**src/rtl/ialbu_pkg.sv**
```systemverilog
// Package of constants for the integer add, logic and branch unit.
// What this block does
// [RULE1] A register-class opcode with the trapping add function sums the two source words into the third register field.
// [RULE2] A trapping add that overflows 32-bit two's complement writes nothing and raises the overflow exception.
// [RULE3] A trapping add without overflow writes the low 32 bits of the sum, sign-extended to 64 bits.
// [RULE4] Software supplies word add operands whose bits 63 to 31 are all equal, otherwise any result may appear.
// [RULE5] The trapping immediate add sign-extends the immediate, adds it, traps on overflow and else writes the second register field.
// [RULE6] The wrapping immediate add adds the sign-extended immediate modulo 2^32 and writes the sign-extended sum to the second register field.
// [RULE7] The wrapping register add adds the two words modulo 2^32, writes the sign-extended sum and never traps.
// [RULE8] The register conjunction ANDs the full source registers into the destination field with no exception.
// [RULE9] The immediate conjunction zero-extends the immediate, ANDs it with the source and writes the second register field.
// [RULE10] A branch target is the delay-slot address plus the offset shifted left by two and sign-extended from 18 bits.
// [RULE11] Ordinary branches always run the delay slot and redirect control only after it when the condition holds.
// [RULE12] The condition is decided in the branch slot and the program counter changes in the next slot.
// [RULE13] The equal branch is taken when both full source registers are identical.
// [RULE14] The likely equal branch nullifies its delay slot when not taken.
// [RULE15] The register-immediate class with the non-negative selector branches when the source sign bit is clear.
// [RULE16] A nullified instruction changes no architectural state.
// [RULE17] Register zero reads as zero and results aimed at it are discarded.
package ialbu_pkg;
  localparam int XLEN = 64;
  localparam int WLEN = 32;
  localparam int ILEN = 32;
  localparam int RIDX = 5;
  localparam int IMMW = 16;
  localparam int BR_SHIFT = 2;
  localparam logic [5:0] OP_REG_CLASS = 6'h00;
  localparam logic [5:0] OP_REGISTER_IMMEDIATE_CLASS_OPCODE_CLASS = 6'h01;
  localparam logic [5:0] OP_TRAP_IMM_SUM = 6'h08;
  localparam logic [5:0] OP_WRAP_IMM_SUM = 6'h09;
  localparam logic [5:0] OP_IMM_CONJ = 6'h0C;
  localparam logic [5:0] OP_BR_EQUAL = 6'h04;
  localparam logic [5:0] OP_BR_EQUAL_LIKELY = 6'h14;
  localparam logic [5:0] FN_TRAP_WORD_SUM = 6'h20;
  localparam logic [5:0] FN_WRAP_WORD_SUM = 6'h21;
  localparam logic [5:0] FN_REG_CONJ = 6'h24;
  localparam logic [4:0] RI_BR_NONNEG = 5'h01;
  localparam logic [4:0] REG_ZERO = 5'h00;
  localparam logic [XLEN-1:0] PC_STEP = 64'h0000_0000_0000_0004;
  localparam logic [XLEN-1:0] PC_RESET = 64'h0000_0000_0000_0000;
  localparam int OP_HI = 31;
  localparam int OP_LO = 26;
  localparam int RS_HI = 25;
  localparam int RS_LO = 21;
  localparam int RT_HI = 20;
  localparam int RT_LO = 16;
  localparam int RD_HI = 15;
  localparam int RD_LO = 11;
  localparam int FN_HI = 5;
  localparam int FN_LO = 0;
  typedef enum logic [1:0] {
    IALBU_SLOT_NORMAL,
    IALBU_SLOT_DELAY_TAKEN,
    IALBU_SLOT_DELAY_NOT_TAKEN,
    IALBU_SLOT_DELAY_NULLIFY
  } ialbu_slot_t;
endpackage

```
**src/rtl/ialbu_unit.sv**
```systemverilog
// Execute stage for word adds, conjunctions and equal/non-negative branches.
`timescale 1ns/10ps
`default_nettype none
module ialbu_unit
  import ialbu_pkg::*;
(
  input  wire logic            clock,
  input  wire logic            rst_b,
  input  wire logic            issue_valid,
  input  wire logic [ILEN-1:0] instr,
  input  wire logic [XLEN-1:0] instr_pc,
  input  wire logic [XLEN-1:0] first_source_data,
  input  wire logic [XLEN-1:0] second_register_data,
  output logic [RIDX-1:0]      first_source_field,
  output logic [RIDX-1:0]      second_register_field,
  output logic                 wb_en,
  output logic [RIDX-1:0]      wb_addr,
  output logic [XLEN-1:0]      wb_data,
  output logic                 overflow_exc,
  output logic                 reserved_instr_exc,
  output logic                 nullified,
  output logic                 pc_redirect,
  output logic [XLEN-1:0]      pc_target
);

  // Timing of the unit, seen from the pipeline around it.
  // An instruction is taken on a rising edge with issue_valid high.
  // Its write-back and exception flags stand for the one cycle that follows that edge.
  // The register file is expected to perform the write at the next edge after that.
  // Exceptions are pulses only; vectoring and the saved program counter belong to the
  // exception logic outside, while the unit itself withholds the write of a faulting result.
  // A branch is decided when it is taken, but fetch is only told to redirect once the
  // delay-slot instruction has been taken as well.
  // Redirecting one slot late keeps the delay-slot instruction alive without any
  // squash path in the fetch logic, at the cost of two registers of pending state, slot_r and target_r.
  // Cycles with issue_valid low are bubbles: they neither advance nor clear the
  // pending delay-slot state, so a stalled front end cannot lose a taken branch.
  // A branch placed in a delay slot has no defined meaning and is not guarded here.
  // The word adds look only at bits 31 to 0 of their operands.
  // Operands that are not sign-extended words give a result that software must not rely on.

  logic [5:0]      opcode;
  logic [5:0]      funct;
  logic [RIDX-1:0] rd_field;
  logic [XLEN-1:0] rs_val;
  logic [XLEN-1:0] rt_val;
  logic [XLEN-1:0] imm_sext;
  logic [XLEN-1:0] imm_zext;
  logic [XLEN-1:0] br_offset;
  logic [XLEN-1:0] sum_b;
  logic [WLEN:0]   word_sum;
  logic            word_ovf;
  logic [XLEN-1:0] word_res;

  ialbu_slot_t     slot_r;
  ialbu_slot_t     slot_nxt;
  logic [XLEN-1:0] target_r;
  logic [XLEN-1:0] target_nxt;
  logic            wb_en_r;
  logic            wb_en_nxt;
  logic [RIDX-1:0] wb_addr_r;
  logic [RIDX-1:0] wb_addr_nxt;
  logic [XLEN-1:0] wb_data_r;
  logic [XLEN-1:0] wb_data_nxt;
  logic            ovf_r;
  logic            ovf_nxt;
  logic            ri_r;
  logic            ri_nxt;
  logic            null_r;
  logic            null_nxt;
  logic            redir_r;
  logic            redir_nxt;
  logic [XLEN-1:0] pct_r;
  logic [XLEN-1:0] pct_nxt;

  // The fields are cut straight from the instruction word.
  // The two source fields also leave the block as register file read addresses,
  // so the read data must arrive in the same cycle as the instruction.
  assign opcode                = instr[OP_HI:OP_LO];
  assign funct                 = instr[FN_HI:FN_LO];
  assign first_source_field    = instr[RS_HI:RS_LO];
  assign second_register_field = instr[RT_HI:RT_LO];
  assign rd_field              = instr[RD_HI:RD_LO];

  // Reads of register zero are forced to zero here so a stale file entry cannot leak.
  assign rs_val = (first_source_field == REG_ZERO) ? '0 : first_source_data; // [RULE17]
  assign rt_val = (second_register_field == REG_ZERO) ? '0 : second_register_data; // [RULE17]

  assign imm_sext  = {{(XLEN-IMMW){instr[IMMW-1]}}, instr[IMMW-1:0]};
  assign imm_zext  = {{(XLEN-IMMW){1'b0}}, instr[IMMW-1:0]}; // [RULE9]
  // Offset shifted by two, sign-extended from 18 bits.
  assign br_offset = {{(XLEN-IMMW-BR_SHIFT){instr[IMMW-1]}},
                      instr[IMMW-1:0], {BR_SHIFT{1'b0}}}; // [RULE10]

  // One shared adder serves all four word add forms.
  // The register forms take the second operand from the register file and the
  // immediate forms take the sign-extended immediate instead.
  // Sharing the adder trades a mux on the second addend for a second carry chain.
  // Only the low word is added; operands with unequal upper bits give an undefined result.
  assign sum_b    = (opcode == OP_REG_CLASS) ? rt_val : imm_sext; // [RULE4]
  assign word_sum = {1'b0, rs_val[WLEN-1:0]} + {1'b0, sum_b[WLEN-1:0]};
  // Overflow when both addends share a sign that the sum does not.
  assign word_ovf = (rs_val[WLEN-1] == sum_b[WLEN-1]) &&
                    (word_sum[WLEN-1] != rs_val[WLEN-1]); // [RULE2]
  assign word_res = {{(XLEN-WLEN){word_sum[WLEN-1]}}, word_sum[WLEN-1:0]}; // [RULE3]

  // Next-state logic for the whole unit.
  // The slot state records what the previous branch decided for the instruction that
  // is about to be taken: run it normally, run it and then redirect, run it with no
  // redirect, or kill it.
  // Every pulse output defaults to low, so each instruction raises its flags for
  // exactly one cycle and a bubble clears them.
  // The write-back address and data hold their last values unless an add or conjunction sets them,
  // which keeps the wide data register from toggling on bubbles.
  always_comb begin
    slot_nxt    = IALBU_SLOT_NORMAL;
    target_nxt  = target_r;
    wb_en_nxt   = 1'b0;
    wb_addr_nxt = wb_addr_r;
    wb_data_nxt = wb_data_r;
    ovf_nxt     = 1'b0;
    ri_nxt      = 1'b0;
    null_nxt    = 1'b0;
    redir_nxt   = 1'b0;
    pct_nxt     = pct_r;
    if (!issue_valid) begin
      // Hold the delay-slot state until the slot instruction actually arrives.
      slot_nxt = slot_r;
    end else begin
      case (slot_r)
        IALBU_SLOT_DELAY_TAKEN: begin
          redir_nxt = 1'b1; // [RULE11]
          pct_nxt   = target_r; // [RULE12]
        end
        IALBU_SLOT_DELAY_NULLIFY: begin
          null_nxt = 1'b1; // [RULE14]
        end
        IALBU_SLOT_DELAY_NOT_TAKEN: begin
          null_nxt = 1'b0; // [RULE11]
        end
        default: begin
          null_nxt = 1'b0;
        end
      endcase
      // A nullified slot instruction is not decoded, so none of its effects take place.
      if (slot_r != IALBU_SLOT_DELAY_NULLIFY) begin // [RULE16]
        case (opcode)
          OP_REG_CLASS: begin
            case (funct)
              FN_TRAP_WORD_SUM: begin
                wb_addr_nxt = rd_field; // [RULE1]
                wb_data_nxt = word_res; // [RULE3]
                wb_en_nxt   = !word_ovf; // [RULE2]
                ovf_nxt     = word_ovf; // [RULE2]
              end
              FN_WRAP_WORD_SUM: begin
                wb_addr_nxt = rd_field;
                wb_data_nxt = word_res; // [RULE7]
                wb_en_nxt   = 1'b1; // [RULE7]
              end
              FN_REG_CONJ: begin
                wb_addr_nxt = rd_field;
                wb_data_nxt = rs_val & rt_val; // [RULE8]
                wb_en_nxt   = 1'b1; // [RULE8]
              end
              default: begin
                wb_en_nxt = 1'b0;
              end
            endcase
          end
          OP_TRAP_IMM_SUM: begin
            wb_addr_nxt = second_register_field; // [RULE5]
            wb_data_nxt = word_res; // [RULE5]
            wb_en_nxt   = !word_ovf; // [RULE5]
            ovf_nxt     = word_ovf; // [RULE5]
          end
          OP_WRAP_IMM_SUM: begin
            wb_addr_nxt = second_register_field; // [RULE6]
            wb_data_nxt = word_res; // [RULE6]
            wb_en_nxt   = 1'b1;
          end
          OP_IMM_CONJ: begin
            wb_addr_nxt = second_register_field;
            wb_data_nxt = rs_val & imm_zext; // [RULE9]
            wb_en_nxt   = 1'b1;
          end
          OP_BR_EQUAL, OP_BR_EQUAL_LIKELY: begin
            target_nxt = instr_pc + PC_STEP + br_offset; // [RULE10]
            if (rs_val == rt_val) begin // [RULE13]
              slot_nxt = IALBU_SLOT_DELAY_TAKEN; // [RULE12]
            end else if (opcode == OP_BR_EQUAL_LIKELY) begin
              slot_nxt = IALBU_SLOT_DELAY_NULLIFY; // [RULE14]
            end else begin
              slot_nxt = IALBU_SLOT_DELAY_NOT_TAKEN; // [RULE11]
            end
          end
          OP_REGISTER_IMMEDIATE_CLASS_OPCODE_CLASS: begin
            if (second_register_field == RI_BR_NONNEG) begin
              target_nxt = instr_pc + PC_STEP + br_offset; // [RULE10]
              slot_nxt   = rs_val[XLEN-1] ? IALBU_SLOT_DELAY_NOT_TAKEN
                                          : IALBU_SLOT_DELAY_TAKEN; // [RULE15]
            end else begin
              ri_nxt = 1'b1;
            end
          end
          default: begin
            ri_nxt = 1'b1;
          end
        endcase
        // Writes aimed at register zero are discarded.
        if (wb_addr_nxt == REG_ZERO) begin // [RULE17]
          wb_en_nxt = 1'b0;
        end
      end
    end
  end

  // Pending branch state.
  // Reset leaves no branch pending, so the first instruction after reset runs normally.
  always_ff @(posedge clock) begin
    if (!rst_b) begin
      slot_r   <= IALBU_SLOT_NORMAL;
      target_r <= PC_RESET;
    end else begin
      slot_r   <= slot_nxt;
      target_r <= target_nxt;
    end
  end

  // Write-back registers.
  // The enable is a pulse, while address and data hold until an add or conjunction sets them.
  always_ff @(posedge clock) begin
    if (!rst_b) begin
      wb_en_r   <= 1'b0;
      wb_addr_r <= REG_ZERO;
      wb_data_r <= '0;
    end else begin
      wb_en_r   <= wb_en_nxt;
      wb_addr_r <= wb_addr_nxt;
      wb_data_r <= wb_data_nxt;
    end
  end

  // Exception and kill pulses.
  // They are registered so that they line up with the write-back they qualify.
  always_ff @(posedge clock) begin
    if (!rst_b) begin
      ovf_r  <= 1'b0;
      ri_r   <= 1'b0;
      null_r <= 1'b0;
    end else begin
      ovf_r  <= ovf_nxt;
      ri_r   <= ri_nxt;
      null_r <= null_nxt;
    end
  end

  // Fetch redirect.
  // The target holds after the pulse, so fetch may sample it one cycle late.
  always_ff @(posedge clock) begin
    if (!rst_b) begin
      redir_r <= 1'b0;
      pct_r   <= PC_RESET;
    end else begin
      redir_r <= redir_nxt;
      pct_r   <= pct_nxt;
    end
  end

  // All outputs except the two source fields come straight from flip-flops.
  // The fields toward the register file are the only combinational outputs.

  assign wb_en              = wb_en_r;
  assign wb_addr            = wb_addr_r;
  assign wb_data            = wb_data_r;
  assign overflow_exc       = ovf_r;
  assign reserved_instr_exc = ri_r;
  assign nullified          = null_r;
  assign pc_redirect        = redir_r;
  assign pc_target          = pct_r;

endmodule
`default_nettype wire

```
**config.mk**
```make
export PLATFORM = sky130hd
export DESIGN_NAME = ialbu_unit
export DESIGN_NICKNAME = d
export VERILOG_FILES = /design/src/rtl/ialbu_pkg.sv /design/src/rtl/ialbu_unit.sv
export SDC_FILE = /design/constraint.sdc
export NUM_CORES = 1
export LEC_CHECK = 0
export ABC_CLOCK_PERIOD_IN_PS = 8100
export BUFFER_PORTS_ARGS = -buffer_cell sky130_fd_sc_hd__buf_4
export CAP_MARGIN = 30
export CORE_MARGIN = 5
export CORE_UTILIZATION = 57
export CTS_BUF_LIST = sky130_fd_sc_hd__clkbuf_2
export CTS_CLUSTER_DIAMETER = 200
export DETAILED_ROUTE_END_ITERATION = 8
export GPL_TIMING_DRIVEN = 0
export PLACE_DENSITY = 0.84
export SLEW_MARGIN = 25
export SYNTH_ARGS = -nofsm -noshare
export SYNTH_HDL_FRONTEND = slang
export SYNTH_SLANG_ARGS = --single-unit
```
**constraint.sdc**
```tcl
create_clock -name clock -period 8.1 [get_ports clock]
set_input_delay 1.215 -clock clock [delete_from_list [all_inputs] [get_ports clock]]
set_output_delay 1.215 -clock clock [all_outputs]
set_load 0.005 [all_outputs]
```
==> key figures <==
Floorplan
  • Row count: 62
  • Die H: 180 um
  • Initial core utilization: 0.575
  • IO Pins: 375
  • Die area: 0.0323 mm2
  • Core Area: 0.0285 mm2
  • Die width: 180 um

Detailed routing
  • Via/cell ratio: 6.09
  • First-pass DRT Iterations: 7
  • Initial drt markers: 1545
  • WL final: 62300 um
  • Vias after detailed routing: 18050
  • Post-route DRC: 0
  • Remaining antenna violation count: 0
  • WL/cell: 21.0 um

Yosys
  • Mean Syn Cell Area: 7.76 um2
  • Synth Register Bits: 204
  • EDFF count, synth: 0
  • Mapped Area: 0.0164 mm2
  • Mapped Cells: 2113
  • Synth cell types: 84
  • Synth Area in XOR/XNOR: 0.0400
  • Compound-cell area share of the yosys netlist: 0.256
  • Top_reg_cell synth: dfxtp_1
  • Synthesized-area fraction occupied by and/or/nand/nor cells: 0.228
  • Synth warnings: 0
  • Async S/R FF share, synth: 0
  • Post-Syn Nets: 2559
  • Mux cell area share after synthesis: 0.0116
  • Main combinational cell family by area after synthesis: compound AO/OA/AOI/OAI gates
  • Adder-cell area share of the yosys netlist: 0.168
  • Seq/Total Area, Yosys: 0.249

Worst setup path
  • Crit-path max cell delay: 0.74 ns
  • Most frequent CP cell: clkbuf_1
  • Critical-path cell list: buf_4 > nor4_1 > nand2b_1 > clkbuf_1 > clkbuf_1 > clkbuf_1 > nand2_1 > o21ai_0 > ha_1 > clkbuf_1 > nand2_1 > nor4_1 > a21boi_0 > a21o_1 > nor2_1 > xor2_1 > nor2_1 > a2111oi_0 > nor2_1
  • Largest fanout on the critical path: 10
  • CP startpoint kind: input port
  • Worst setup path class: input port to register
  • Worst EP arrival: 6.16 ns
  • CP Capture Type: register
  • CP max stage cell: a2111oi_0
  • Critical Path RT: 8.78 ns

Clock tree
  • Post-CTS Repair Setup Buffers: 0
  • TritonCTS clock tree: yes
  • CTS resizes: 0
  • Cts hold-fix bufs: 0
  • Clk pin slew, worst setup/hold paths: 0.12 ns
  • Clk root buf: clkbuf_2
  • Clk buf depth: 3
  • Clock latency on the worst-skew pair: 0.89 ns
  • Num CTS Buffers: 54
  • H-Tree Depth: 2
  • Sink Count: 204

Timing
  • Rel. slew slack: 0.355
  • Final Hold Viols: 0
  • Fmax: 183 MHz
  • Setup TNS: 0 ns
  • Least-Margin Pin Slew: 0.968 ns
  • Final Cycle Share: 0.676
  • RSZ-0062 raised after global routing: false
  • Minimum clock period: 5.48 ns
  • Setup Skew: 0.0719 ns
  • Slew Viols, Final: 0
  • Setup Viol. Count Final: 0

Status
  • Run status: finished, final reports clean

Placed design
  • DP HPWL: 49900 um
  • # port buffers: 371
  • Cell Area, Placed: 0.0197 mm2
  • RePlAce Congestion: 0.994

Global route
  • Total GRT Usage: 0.363
  • Largest net degree at the start of global routing: 51
  • Initial antenna violation count: 7
  • Vias in the first global route: 17866
  • First-pass GRT wire length: 95800 um
  • Grt total ovfl: 0

Worst hold path
  • Min-delay worst type: register to register

Pwr
  • Leak Pwr: 0.00908 uW
  • Max VDD drop: 0.0949 mV
  • Pwr/cell area: 133 mW/mm2

Cells and area
  • Synth-to-layout area growth: 22.7%
  • Share of cells above drive strength 1: 0.208
  • Design area: 0.0201 mm2
  • Nets: 2986

Flow run
  • Max Cap Viol: 0
==> cell usage after synthesis, drive strengths merged (4+ instances only) <==
master,count,area share
nor4,25,0.0095
nand3b,6,0.0027
o21ai,182,0.057
nand4,30,0.011
a21oi,116,0.036
a22oi,4,0.0018
a31oi,57,0.022
and2,150,0.057
and3,14,0.0053
mux2,16,0.011
o21a,16,0.0073
nor3b,5,0.0023
a211oi,13,0.0076
a21o,42,0.019
nor3,16,0.0052
buf,35,0.012
o311ai,5,0.0031
nand2b,9,0.0034
inv,44,0.010
clkbuf,109,0.025
a22o,4,0.0021
xnor2,45,0.024
a211o,5,0.0027
nor2b,9,0.0034
or3,7,0.0027
nand4b,4,0.0021
a21boi,84,0.038
xor2,30,0.016
o211a,17,0.010
dfxtp,204,0.25
nor2,64,0.015
nand3,51,0.016
ha,217,0.17
or2,8,0.0031
a221oi,5,0.0031
o31ai,10,0.0057
o211ai,20,0.0095
nand2,366,0.084
o21bai,14,0.0064
a32oi,15,0.0080
==> sequential cells by signal, summed over array words and instances, names as in the netlist <==
register            cells
pc_target              64
target_r               64
wb_data                64
wb_addr                 5
slot_r                  2
nullified               1
overflow_exc            1
pc_redirect             1
reserved_instr_exc      1
wb_en                   1
==> layout by cell type, fill, tap and decap left out, types with 42 or more instances in the layout <==
cell,n
a21oi_1,115
nand3_1,50
a21o_1,42
inv_1,44
and2_1,150
clkbuf_2,72
ha_1,217
buf_4,382
a31oi_1,57
dfxtp_1,204
nor2_1,62
o21ai_0,170
nand2_1,366
a21boi_0,83
clkbuf_1,106
xnor2_1,45
==> worst max-delay path, delay by kind of cell <==
family / cells / cell delay (ns)
buffers and inverters: 5 / 1.40
adders and majority gates: 1 / 0.31
xor gates and xnor gates: 1 / 0.15
and+or+nand+nor: 8 / 1.60
AOI/OAI and AO/OA: 4 / 1.48
==> layout make-up <==
type | count | area, um2
antenna | 3 | 7.51
buffer | 144 | 609
clock buffer | 69 | 345
clock inverter | 25 | 113
fill | 2388 | 8410
inverter | 44 | 165
multi-input combinational | 1721 | 11500
sequential | 204 | 4080
tap | 384 | 480
timing repair buffer | 371 | 2790
==> metal layers <==
layer  wire, um  up-vias  GRT usage
met1      24600     8439      0.438
met5         42        -          0
met2      29200      933      0.618
li1           -     8456          -
met4       3410        8      0.184
met3       5170      214     0.0709
==> per-stage QoR <==
step                hold WS, ns  std cells  total power [uW]  worst slack (ns)  utilization
global placement          0.447       2868              1940              1.90        0.689
detailed placement        0.457       2868              1950              1.88        0.689
CTS                       0.450       2962              2660              2.73        0.705
global route              0.477       2965              2820              2.42        0.705
finish                    0.447       2965              2680              2.62        0.705
floorplan                 0.436       2113              1640              2.97            -
==> final timing paths <==
path,start,to,slack [ns],cells after the start
worst max-delay path,instr[19],wb_data[22],2.62,19
worst min-delay path,target_r[2],pc_target[2],0.45,2
worst max register to register,slot_r[1],target_r[27],5.15,8
worst min register to register,target_r[2],pc_target[2],0.45,2
==> power breakdown <==
part | internal [uW] | leakage (uW) | switching, uW
clock network | 241 | 0.000348 | 482
logic | 392 | 0.00709 | 543
registers | 1010 | 0.00165 | 7.88
==> logic make-up (layout without fill, tap and decap cells) <==
logic type	Yosys count	count (layout)
other	0	3
adder cells (fa/ha/maj)	219	219
XOR/XNOR	75	75
multiplexers	17	17
buffers and inverters	188	653
AO/OA/AOI/OAI	637	637
AND/OR/NAND/NOR	773	773
flip-flops	204	204
No activity file was read; power rests on OpenSTA's default activity.
